===== src/include/lvrf_pkg.sv =====
// package for the low-voltage reset filter: register map, field layout, filter counts.
// assumes a 125 MHz reference clock and a 32-bit avalon-mm byte-addressed slave port.
package lvrf_pkg;
  // bus geometry
  localparam int          ADDR_W           = 18;
  localparam int          DATA_W           = 32;
  // printed register index, byte address is four times it
  localparam logic [15:0] LV_STATUS_INDEX  = 16'hfe0f;
  localparam logic [17:0] LV_STATUS_ADDR   = {LV_STATUS_INDEX, 2'b00};
  localparam logic [17:0] EVT_STATUS_ADDR  = 18'h00000;
  localparam logic [17:0] EVT_MASK_ADDR    = 18'h00004;
  // field positions
  localparam int          LV_FLAG_BIT      = 7;
  localparam int          EVT_FLAG_BIT     = 0;
  localparam int          EVT_RESET_BIT    = 1;
  localparam int          EVT_W            = 2;
  // reset values
  localparam logic [1:0]  EVT_MASK_RST     = 2'h0;
  localparam logic [31:0] UNMAPPED_DATA    = 32'h00000000;
  // filter counts
  localparam int          RESET_RUN_CYCLES = 9;
  localparam int          FLAG_MIN_XTAL    = 32;
  localparam int          FLAG_MAX_XTAL    = 40;
  localparam int          FLAG_SET_XTAL    = (FLAG_MIN_XTAL + FLAG_MAX_XTAL) / 2;
  // bus slave states
  typedef enum logic [1:0] {
    BUS_IDLE = 2'b01,
    BUS_ACK  = 2'b10
  } lvrf_bus_state_t;
endpackage : lvrf_pkg


===== src/hdl/lvrf_run_filter.sv =====
// consecutive-sample run filter: counts qualifying ticks while a condition holds.
// assumes tick and condition are synchronous single-clock inputs.
module lvrf_run_filter #(
  parameter int THRESH = 9,
  parameter int CNT_W  = 6
) (
  input  wire logic i_clk,
  input  wire logic i_rst_b,
  input  wire logic i_clear,
  input  wire logic i_tick,
  input  wire logic i_cond,
  output logic      o_hit
);
  import lvrf_pkg::*;

  localparam logic [CNT_W-1:0] THRESH_C = CNT_W'(THRESH);

  logic [CNT_W-1:0] cnt_q;
  logic [CNT_W-1:0] cnt_d;

  // any broken sample restarts the run; saturates so the hit stays up
  always_comb begin
    cnt_d = cnt_q;
    if (i_clear || !i_cond) begin
      cnt_d = '0;
    end else if (i_tick && cnt_q != THRESH_C) begin
      cnt_d = cnt_q + CNT_W'(1);
    end
  end

  always_ff @(posedge i_clk) begin
    if (!i_rst_b) begin
      cnt_q <= '0;
    end else begin
      cnt_q <= cnt_d;
    end
  end

  assign o_hit = (cnt_q == THRESH_C);
endmodule // lvrf_run_filter


===== src/hdl/lvrf_evt_regs.sv =====
// sticky event status with write-one-to-clear, a mask and one level interrupt.
// assumes write strobes are single-cycle and already decoded.
module lvrf_evt_regs #(
  parameter int W = 2
) (
  input  wire logic         i_clk,
  input  wire logic         i_rst_b,
  input  wire logic [W-1:0] i_event,
  input  wire logic         i_wr_status,
  input  wire logic         i_wr_mask,
  input  wire logic [W-1:0] i_wdata,
  output logic      [W-1:0] o_status,
  output logic      [W-1:0] o_mask,
  output logic              o_irq
);
  import lvrf_pkg::*;

  logic [W-1:0] sts_q;
  logic [W-1:0] sts_d;
  logic [W-1:0] msk_q;
  logic [W-1:0] msk_d;
  logic         irq_q;
  logic         irq_d;

  // set beats clear so an event in the clearing cycle is kept
  always_comb begin
    sts_d = sts_q;
    msk_d = msk_q;
    if (i_wr_status) begin
      sts_d = sts_q & ~i_wdata;
    end
    sts_d = sts_d | i_event;
    if (i_wr_mask) begin
      msk_d = i_wdata;
    end
    irq_d = |(sts_d & msk_d);
  end

  always_ff @(posedge i_clk) begin
    if (!i_rst_b) begin
      sts_q <= '0;
      msk_q <= EVT_MASK_RST;
      irq_q <= 1'b0;
    end else begin
      sts_q <= sts_d;
      msk_q <= msk_d;
      irq_q <= irq_d;
    end
  end

  assign o_status = sts_q;
  assign o_mask   = msk_q;
  assign o_irq    = irq_q;
endmodule // lvrf_evt_regs


===== src/hdl/lvrf_top.sv =====
// low-voltage reset filter: digital side of a supply monitor with avalon-mm status access.
// assumes comparator, option bits, mode strobes and the crystal clock level are synchronous
// to I_REF_CLK; the crystal clock is sampled as a level, so it must be below half the rate.
//
// Register access over Avalon-MM was decided locally.
module lvrf_top (
  input  wire logic                          I_REF_CLK,
  input  wire logic                          I_RST_B,
  // comparator and option inputs
  input  wire logic                          I_BELOW_FALLING_TRIP,
  input  wire logic                          I_ABOVE_RISING_TRIP,
  input  wire logic                          I_MONITOR_POWER_ENABLE,
  input  wire logic                          I_LOWVOLT_RESET_ENABLE,
  input  wire logic                          I_STOP_MODE_MONITOR_ENABLE,
  input  wire logic                          I_WAIT_MODE,
  input  wire logic                          I_STOP_MODE,
  input  wire logic                          I_CPU_CYCLE,
  input  wire logic                          I_CRYSTAL_CLOCK,
  // avalon-mm slave
  input  wire logic [lvrf_pkg::ADDR_W-1:0]   I_AVS_ADDRESS,
  input  wire logic                          I_AVS_READ,
  input  wire logic                          I_AVS_WRITE,
  input  wire logic [lvrf_pkg::DATA_W-1:0]   I_AVS_WRITEDATA,
  output logic      [lvrf_pkg::DATA_W-1:0]   O_AVS_READDATA,
  output logic                               O_AVS_WAITREQUEST,
  // reset and event interrupt outputs
  output logic                               O_LOWVOLT_RESET,
  output logic                               O_RST_PIN_OUT,
  output logic                               O_RST_PIN_OE,
  output logic                               O_EVT_IRQ
);
  import lvrf_pkg::*;

  // monitor state
  logic                    lv_rst_q;
  logic                    lv_rst_d;
  logic                    flag_q;
  logic                    flag_d;
  logic                    pin_oe_q;
  logic                    xtal_prev_q;
  logic                    xtal_tick;
  logic                    active;
  logic                    stop_trip;
  logic                    rst_hit;
  logic                    flag_hit;
  logic                    rst_release;
  // bus state
  lvrf_bus_state_t         bus_q;
  lvrf_bus_state_t         bus_d;
  logic [DATA_W-1:0]       rdata_q;
  logic [DATA_W-1:0]       rdata_d;
  logic                    wreq_q;
  logic                    wreq_d;
  logic                    take;
  logic                    wr_status;
  logic                    wr_mask;
  logic [EVT_W-1:0]        evt_status;
  logic [EVT_W-1:0]        evt_mask;
  logic [EVT_W-1:0]        events;

  // monitor runs out of reset; only the power option and stop mode gate it
  // wait mode is deliberately not a term here, so the monitor keeps running in wait
  always_comb begin
    active = I_MONITOR_POWER_ENABLE
           && !(I_STOP_MODE && !I_STOP_MODE_MONITOR_ENABLE);
  end

  // crystal clock sampled as a level; rising edge gives one tick
  always_ff @(posedge I_REF_CLK) begin
    if (!I_RST_B) begin
      xtal_prev_q <= 1'b0;
    end else begin
      xtal_prev_q <= I_CRYSTAL_CLOCK;
    end
  end
  assign xtal_tick = I_CRYSTAL_CLOCK && !xtal_prev_q;

  // cpu-cycle run filter for the forced reset
  lvrf_run_filter #(
    .THRESH (RESET_RUN_CYCLES),
    .CNT_W  (4)
  ) u_rst_filt (
    .i_clk   (I_REF_CLK),
    .i_rst_b (I_RST_B),
    .i_clear (!active || lv_rst_q),
    .i_tick  (I_CPU_CYCLE),
    .i_cond  (I_BELOW_FALLING_TRIP),
    .o_hit   (rst_hit)
  );

  // crystal-cycle run filter for the status flag; sets mid-window
  lvrf_run_filter #(
    .THRESH (FLAG_SET_XTAL),
    .CNT_W  (6)
  ) u_flag_filt (
    .i_clk   (I_REF_CLK),
    .i_rst_b (I_RST_B),
    .i_clear (!active),
    .i_tick  (xtal_tick),
    .i_cond  (I_BELOW_FALLING_TRIP),
    .o_hit   (flag_hit)
  );

  // cpu clocks are off in stop, so a monitored trip there skips the filter
  assign stop_trip   = I_STOP_MODE && I_STOP_MODE_MONITOR_ENABLE && I_BELOW_FALLING_TRIP;
  assign rst_release = I_CPU_CYCLE && I_ABOVE_RISING_TRIP;

  // forced reset: enter on filtered or bypassed trip, leave after one good cycle
  always_comb begin
    lv_rst_d = lv_rst_q;
    if (!I_MONITOR_POWER_ENABLE) begin
      lv_rst_d = 1'b0;
    end else if (lv_rst_q) begin
      if (rst_release) begin
        lv_rst_d = 1'b0;
      end
    end else if (I_LOWVOLT_RESET_ENABLE && active) begin
      if (rst_hit || stop_trip) begin
        lv_rst_d = 1'b1;
      end
    end
  end

  // status flag: set after the filtered run, clear above rising, hold between
  always_comb begin
    flag_d = flag_q;
    if (!active || lv_rst_q) begin
      flag_d = 1'b0;
    end else if (I_ABOVE_RISING_TRIP) begin
      flag_d = 1'b0;
    end else if (flag_hit) begin
      flag_d = 1'b1;
    end
  end

  // reset state and pin drive; the pin pulls low only while the reset stands
  always_ff @(posedge I_REF_CLK) begin
    if (!I_RST_B) begin
      lv_rst_q <= 1'b0;
      flag_q   <= 1'b0;
      pin_oe_q <= 1'b0;
    end else begin
      lv_rst_q <= lv_rst_d;
      flag_q   <= flag_d;
      pin_oe_q <= lv_rst_d;
    end
  end

  // bus slave: one answer cycle per request, then back to waiting
  always_comb begin
    bus_d   = bus_q;
    rdata_d = rdata_q;
    wreq_d  = 1'b1;
    take    = 1'b0;
    case (bus_q)
      BUS_IDLE: begin
        if (I_AVS_READ || I_AVS_WRITE) begin
          take   = 1'b1;
          bus_d  = BUS_ACK;
          wreq_d = 1'b0;
        end
      end
      BUS_ACK: begin
        bus_d = BUS_IDLE;
      end
      default: begin
        bus_d = BUS_IDLE;
      end
    endcase
    // read data decode
    if (take && I_AVS_READ) begin
      if (I_AVS_ADDRESS == LV_STATUS_ADDR) begin
        rdata_d = UNMAPPED_DATA;
        rdata_d[LV_FLAG_BIT] = flag_q;
      end else if (I_AVS_ADDRESS == EVT_STATUS_ADDR) begin
        rdata_d = {{(DATA_W-EVT_W){1'b0}}, evt_status};
      end else if (I_AVS_ADDRESS == EVT_MASK_ADDR) begin
        rdata_d = {{(DATA_W-EVT_W){1'b0}}, evt_mask};
      end else begin
        rdata_d = UNMAPPED_DATA;
      end
    end
  end

  // writes land at the answer edge; the low-voltage status word is read only
  assign wr_status = (bus_q == BUS_ACK) && I_AVS_WRITE && (I_AVS_ADDRESS == EVT_STATUS_ADDR);
  assign wr_mask   = (bus_q == BUS_ACK) && I_AVS_WRITE && (I_AVS_ADDRESS == EVT_MASK_ADDR);

  always_ff @(posedge I_REF_CLK) begin
    if (!I_RST_B) begin
      bus_q   <= BUS_IDLE;
      rdata_q <= UNMAPPED_DATA;
      wreq_q  <= 1'b1;
    end else begin
      bus_q   <= bus_d;
      rdata_q <= rdata_d;
      wreq_q  <= wreq_d;
    end
  end

  // system events only; nothing here feeds the cpu interrupt controller
  assign events[EVT_FLAG_BIT]  = flag_d && !flag_q;
  assign events[EVT_RESET_BIT] = lv_rst_d && !lv_rst_q;

  lvrf_evt_regs #(
    .W (EVT_W)
  ) u_evt (
    .i_clk       (I_REF_CLK),
    .i_rst_b     (I_RST_B),
    .i_event     (events),
    .i_wr_status (wr_status),
    .i_wr_mask   (wr_mask),
    .i_wdata     (I_AVS_WRITEDATA[EVT_W-1:0]),
    .o_status    (evt_status),
    .o_mask      (evt_mask),
    .o_irq       (O_EVT_IRQ)
  );

  // outputs straight from flops, except the reset pin value, which is tied low
  assign O_AVS_READDATA    = rdata_q;
  assign O_AVS_WAITREQUEST = wreq_q;
  assign O_LOWVOLT_RESET   = lv_rst_q;
  assign O_RST_PIN_OUT     = 1'b0;
  assign O_RST_PIN_OE      = pin_oe_q;
endmodule // lvrf_top


===== config.mk =====
export PLATFORM = sky130hd
export DESIGN_NAME = lvrf_top
export DESIGN_NICKNAME = d
export VERILOG_FILES = /design/src/include/lvrf_pkg.sv /design/src/hdl/lvrf_run_filter.sv /design/src/hdl/lvrf_evt_regs.sv /design/src/hdl/lvrf_top.sv
export SDC_FILE = /design/constraint.sdc
export NUM_CORES = 1
export LEC_CHECK = 0
export BUFFER_PORTS_ARGS = -buffer_cell sky130_fd_sc_hd__buf_2
export CORE_MARGIN = 4
export CORE_UTILIZATION = 41
export DETAILED_ROUTE_END_ITERATION = 8
export GPL_ROUTABILITY_DRIVEN = 1
export MAX_ROUTING_LAYER = met4
export PLACE_DENSITY = 0.89
export SETUP_SLACK_MARGIN = 0.1
export SLEW_MARGIN = 0
export SYNTH_ARGS = -nofsm -noshare
export SYNTH_HDL_FRONTEND = slang
export SYNTH_SLANG_ARGS = --single-unit
export TNS_END_PERCENT = 10

===== constraint.sdc =====
create_clock -name I_REF_CLK -period 2.3 [get_ports I_REF_CLK]
set_input_delay 0.46 -clock I_REF_CLK [delete_from_list [all_inputs] [get_ports I_REF_CLK]]
set_output_delay 0.46 -clock I_REF_CLK [all_outputs]
set_load 0.01 [all_outputs]

# Word level (Yosys, flattened, before mapping)
# Cells that the tools add are included.
[word_totals]
in_bits = 63
romBits = 0
word_cells = 74
memories = 0
mem_bits_rw = 0
out_inout_bits = 37
latch_bits = 0
ff_bits = 53
[classes]
n_addsub = 2
magnitude_cmp = 0
reduce_logical = 32
n_eq_ne = 8
shift = 0
div_mod_pow = 0
bitwise = 5
n_mul = 0
mux = 16
[ops]
columns = ["operator", "count"]
rows = [
  ["$eq A18 B18 Y1 const B", 1],
  ["$eq A18 B3 Y1 const B", 1],
  ["$logic_not A18 Y1", 1],
  ["$logic_and A1 B1 Y1", 15],
  ["$mux W1", 11],
  ["$mux W2", 4],
  ["$mux W8", 1],
  ["$logic_not A1 Y1", 7],
  ["$add A6 B1 Y6 const B", 1],
  ["$eq A6 B6 Y1 const B", 1],
  ["$ne A6 B6 Y1 const B", 1],
  ["$reduce_or A2 Y1", 3],
  ["$logic_or A1 B1 Y1", 5],
  ["$add A4 B1 Y4 const B", 1],
  ["$and A2 B2 Y2", 2],
  ["$eq A4 B4 Y1 const B", 1],
  ["$ne A4 B4 Y1 const B", 1],
  ["$eq A2 B1 Y1 const B", 1],
  ["$eq A2 B2 Y1 const B", 1],
  ["$not A2 Y2", 1],
  ["$or A2 B2 Y2", 1],
  ["$reduce_and A2 Y1", 1],
  ["$not A1 Y1", 1],
]

# Longest topological paths before layout
[logic_depth]
word_depth = 12
mapped_depth = 7
ltp_nobuf = 7

# Cells and area by module
# A second synthesis with hierarchy kept.
[unflattened]
hier_cells = 164
area_unflattened_um2 = 1426.4
[modules_own_cells]
columns = ["mod", "n_inst", "seq_area_each_um2", "cells_each", "area_per_inst_um2"]
rows = [
  ["lvrf_top", 1, 180.2, 87, 701.9],
  ["lvrf_run_filter (u_flag_filt)", 1, 120.1, 36, 319.1],
  ["lvrf_run_filter (u_rst_filt)", 1, 80.1, 23, 221.5],
  ["lvrf_evt_regs", 1, 100.1, 18, 183.9],
]

# Worst setup path after synthesis
# No wires, ideal clock.
[synth_timing]
path_type = "input to register"
startpoint = "in I_AVS_ADDRESS[7] (netlist bit)"
endpoint = "reg u_evt.irq_q (netlist: u_evt.o_irq)"
arrival_time_ns = 1.797
n_path_buf = 0
cell_stages = 5
path_slack_ns = 0.411
setup_ns = 0.092
required_ns = 2.208
path_cell_list = "or4_1 > nor4_4 > nand4_2 > mux2i_1 > o32ai_1"
[synth_via]
elab_chain_cells = 6
elab_cells_between_ends = 9
classes_between = "1 x eq/ne; 2 x mux; 2 x bitwise; 4 x reduce/logical"
[synth_lines]
columns = ["item", "line", "rtl"]
rows = [
  ["from (decl)", "lvrf_top.sv:20", "input wire logic [lvrf_pkg::ADDR_W-1:0] I_AVS_ADDRESS,"],
  ["$logic_not A18 Y1", "lvrf_top.sv:186", "assign wr_status = (bus_q == BUS_ACK) && I_AVS_WRITE && (I_AVS_ADDRESS == EVT_STATUS_ADDR);"],
  ["$logic_and A1 B1 Y1", "lvrf_top.sv:186", ""],
  ["$mux W2", "lvrf_evt_regs.sv:29", "if (i_wr_status) begin"],
  ["$or A2 B2 Y2", "lvrf_evt_regs.sv:32", "sts_d = sts_d | i_event;"],
  ["$and A2 B2 Y2 *", "lvrf_evt_regs.sv:36", "irq_d = |(sts_d & msk_d);"],
  ["$reduce_or A2 Y1 *", "lvrf_evt_regs.sv:36", ""],
  ["to (signal assigned)", "lvrf_evt_regs.sv:47", "irq_q <= irq_d;"],
  ["to (decl)", "lvrf_evt_regs.sv:22", "logic irq_q;"],
]
# Mark *: on every way between the ends. The rest lies on a longest branch, timed or not.
# A chain may end at the register's enable or synchronous reset.

# Final worst setup path
[layout_timing]
startpoint = "in I_AVS_ADDRESS[15] (netlist bit)"
endpoint = "reg u_evt.irq_q (netlist: u_evt.o_irq)"
# The elaborated chain is that of the path after synthesis.

==> impl_metrics.py <==
metrics = {
    "timing": {
        "hold_viol": 0,
        "worst_pin_slew_ps": 608.6,
        "rsz0062_at_grt": "false",
        "setup_tns_ps": 0,
        "clock_skew_ps": 8.713,
        "period_needed_ps": 1836,
        "relSlewSlack_pct": 58.89,
        "timing.hold.ws_ps": 356.6,
        "final.setup.worst_slack_ps": 463.9,
        "setup_viol": 0,
        "drv_slew": 0,
        "fmax_ghz": 0.5446,
        "period_share_pct": 79.83,
    },
    "clocking": {
        "clockBufferDepth": 2,
        "cts_root_buffer": "clkbuf_4",
        "clk_pin_slew_ps": 120,
        "cts_resized": 0,
        "insertion_delay_ps": 310,
        "clock_sinks": 24,
        "holdBufCountCts": 0,
        "cts_tree": "done",
        "cts_made_buffers": 3,
        "htree_num_levels": 1,
        "post_cts_buffers": 0,
    },
    "global_route": {
        "grt_pass1_wl_microns": 4057,
        "antenna_found_initial": 0,
        "gr-usage-all-layers_pct": 12.23,
        "grt_overflow": 0,
        "grt_pass1_vias": 1022,
        "grt_start_max_net_pins": 13,
    },
    "logic_synthesis": {
        "avgSynthCellArea_sq_um": 8.876,
        "synth.area.top_cells": "dfxtp_1, buf_4, nand4_1, nor2_1, xor2_1",
        "syn_inst": 159,
        "ys_ff_latch": 24,
        "netlist_area_sq_mm": 0.001411,
        "yosysTopAreaCell": "dfxtp_1",
        "yosys_warnings": 0,
        "synth_top_cell_area_share_pct": 34.04,
        "seq_area_frac_synth_pct": 34.04,
        "synth_cell_types": 36,
    },
    "status": {
        "status": "completed",
    },
    "die": {
        "dieArea_sq_mm": 0.004445,
        "std_cell_rows": 21,
        "die_height_microns": 66.67,
        "start_util_pct": 42.29,
        "fp.coreArea_sq_mm": 0.003337,
        "ios": 100,
        "die_x_microns": 66.67,
    },
    "placement": {
        "gp_congestion": 0.7854,
        "dpl_worst_slack_ps": 148.1,
        "io_buffers": 38,
        "dp_hpwl_microns": 2160,
    },
    "critical_path": {
        "cp.required_ps": 2500,
        "path_max_fanout": 3,
        "critPathLaunchType": "input pin",
        "crit_arrival_ps": 2040,
        "end_kind": "flip-flop",
        "critPathKind": "in2reg",
    },
    "final_layout": {
        "fillers": 353,
        "final_common_cell": "buf_2",
        "final_cell_mix": "buf_2, conb_1, dfxtp_1",
        "drive_gt1_share_pct": 25.76,
        "nets": 267,
        "area_growth_pct": 10.11,
        "insertedDiodeCount": 0,
    },
    "drt": {
        "drt-total-wl_microns": 2575,
        "firstDrtPassIters": 4,
        "drtAntennaViolNets": 0,
        "dr_total_vias": 1102,
        "drt_iter0_markers": 47,
        "viasPerCell": 4.516,
        "drc_errors": 0,
        "routedWlPerCell_microns": 10.55,
    },
    "min_path": {
        "min_path_type": "in2reg",
    },
    "pwr": {
        "p_leak_nw": 0.7080,
        "power_density_mw_per_mm2": 454.2,
        "vdd_ir_drop_max_mv": 0.2329,
    },
    "run": {
        "maxCapViolCount": 0,
    },
}
-- cell type report --
cell class	instances	area, sq um	share of cell area, %
Clock buffer	3	22.52	1.449
Inverter	8	30.03	1.932
Multi-Input combinational cell	124	765.7	49.28
Sequential cell	24	480.5	30.92
Tap cell	46	57.56	3.704
Timing Repair Buffer	39	197.7	12.72
-- power breakdown --
group | internal [mW] | switching [mW]
clock | 0.0611 | 0.113
combinational | 0.0370 | 0.0671
sequential | 0.423 | 0.00437
total | 0.521 | 0.185
-- worst paths after layout --
kind                                           start              endpoint  slack, ps  cells past startpoint
worst max-delay path               I_AVS_ADDRESS[15]           u_evt.o_irq        460                      6
worst min-delay path             I_ABOVE_RISING_TRIP                flag_q        360                      2
worst max register to register  u_flag_filt.cnt_q[0]  u_flag_filt.cnt_q[3]        550                      6
worst min register to register     O_AVS_READDATA[0]     O_AVS_READDATA[0]        490                      2
-- synthesized netlist by cell type, drive strengths merged --
cell type   n
buf        32
dfxtp      24
nor2       14
nand4      11
inv         8
nand2       8
nor3        6
xor2        6
a21oi       5
ha          4
mux2i       4
nor2b       4
nor4        4
or4         4
nand3       3
a2111oi     2
and3        2
nand2b      2
o211ai      2
o21ai       2
xnor2       2
a21o        1
a31o        1
a41oi       1
and2        1
and3b       1
and4        1
conb        1
nor4bb      1
o2111ai     1
o32ai       1
-- kinds of logic after synthesis --
kind of cell / count (synthesis) / share of synthesized area (%)
buffers and inverters: 40 / 19.41
AO/OA/AOI/OAI: 16 / 7.890
other: 1 / 0.2657
AND/OR/NAND/NOR: 62 / 27.04
multiplexers: 4 / 2.837
adder cells (fa/ha/maj): 4 / 3.546
flip-flops: 24 / 34.04
XOR/XNOR: 8 / 4.965
-- metal layers --
layer	GRT usage (%)	wire, microns	up-vias
met1	13.50	1114	484
met4	3.046	24	0
li1	-	-	580
met2	21.53	1253	33
met3	3.541	182	5
met5	-	0	-
-- metrics by stage --
| stage | cell area, sq um | power [mW] | cells | utilization, % |
|---|---|---|---|---|
| after floorplan | 1520 | 0.5325 | 188 | - |
| after global placement | 1531 | 0.5370 | 241 | 45.89 |
| after detailed placement | 1531 | 0.5396 | 241 | 45.89 |
| after CTS | 1554 | 0.7164 | 244 | 46.57 |
| after global routing | 1554 | 0.7514 | 244 | 46.57 |
| final | 1554 | 0.7057 | 244 | 46.57 |
-- worst max-delay path, stage by stage --
cell and delay, ps:
buf_2 110, or4_4 540, nor4_4 290, nand4_2 180, mux2i_1 160, o32ai_1 300
-- flip-flops by register name (all words and copies together), names as in the netlist, 2 cells and up --
signal / count
u_evt.o_mask: 2
bus_q: 2
O_AVS_READDATA: 3
u_rst_filt.cnt_q: 4
u_evt.o_status: 2
u_flag_filt.cnt_q: 6
Note: power is estimated with default switching activity, not from simulation.
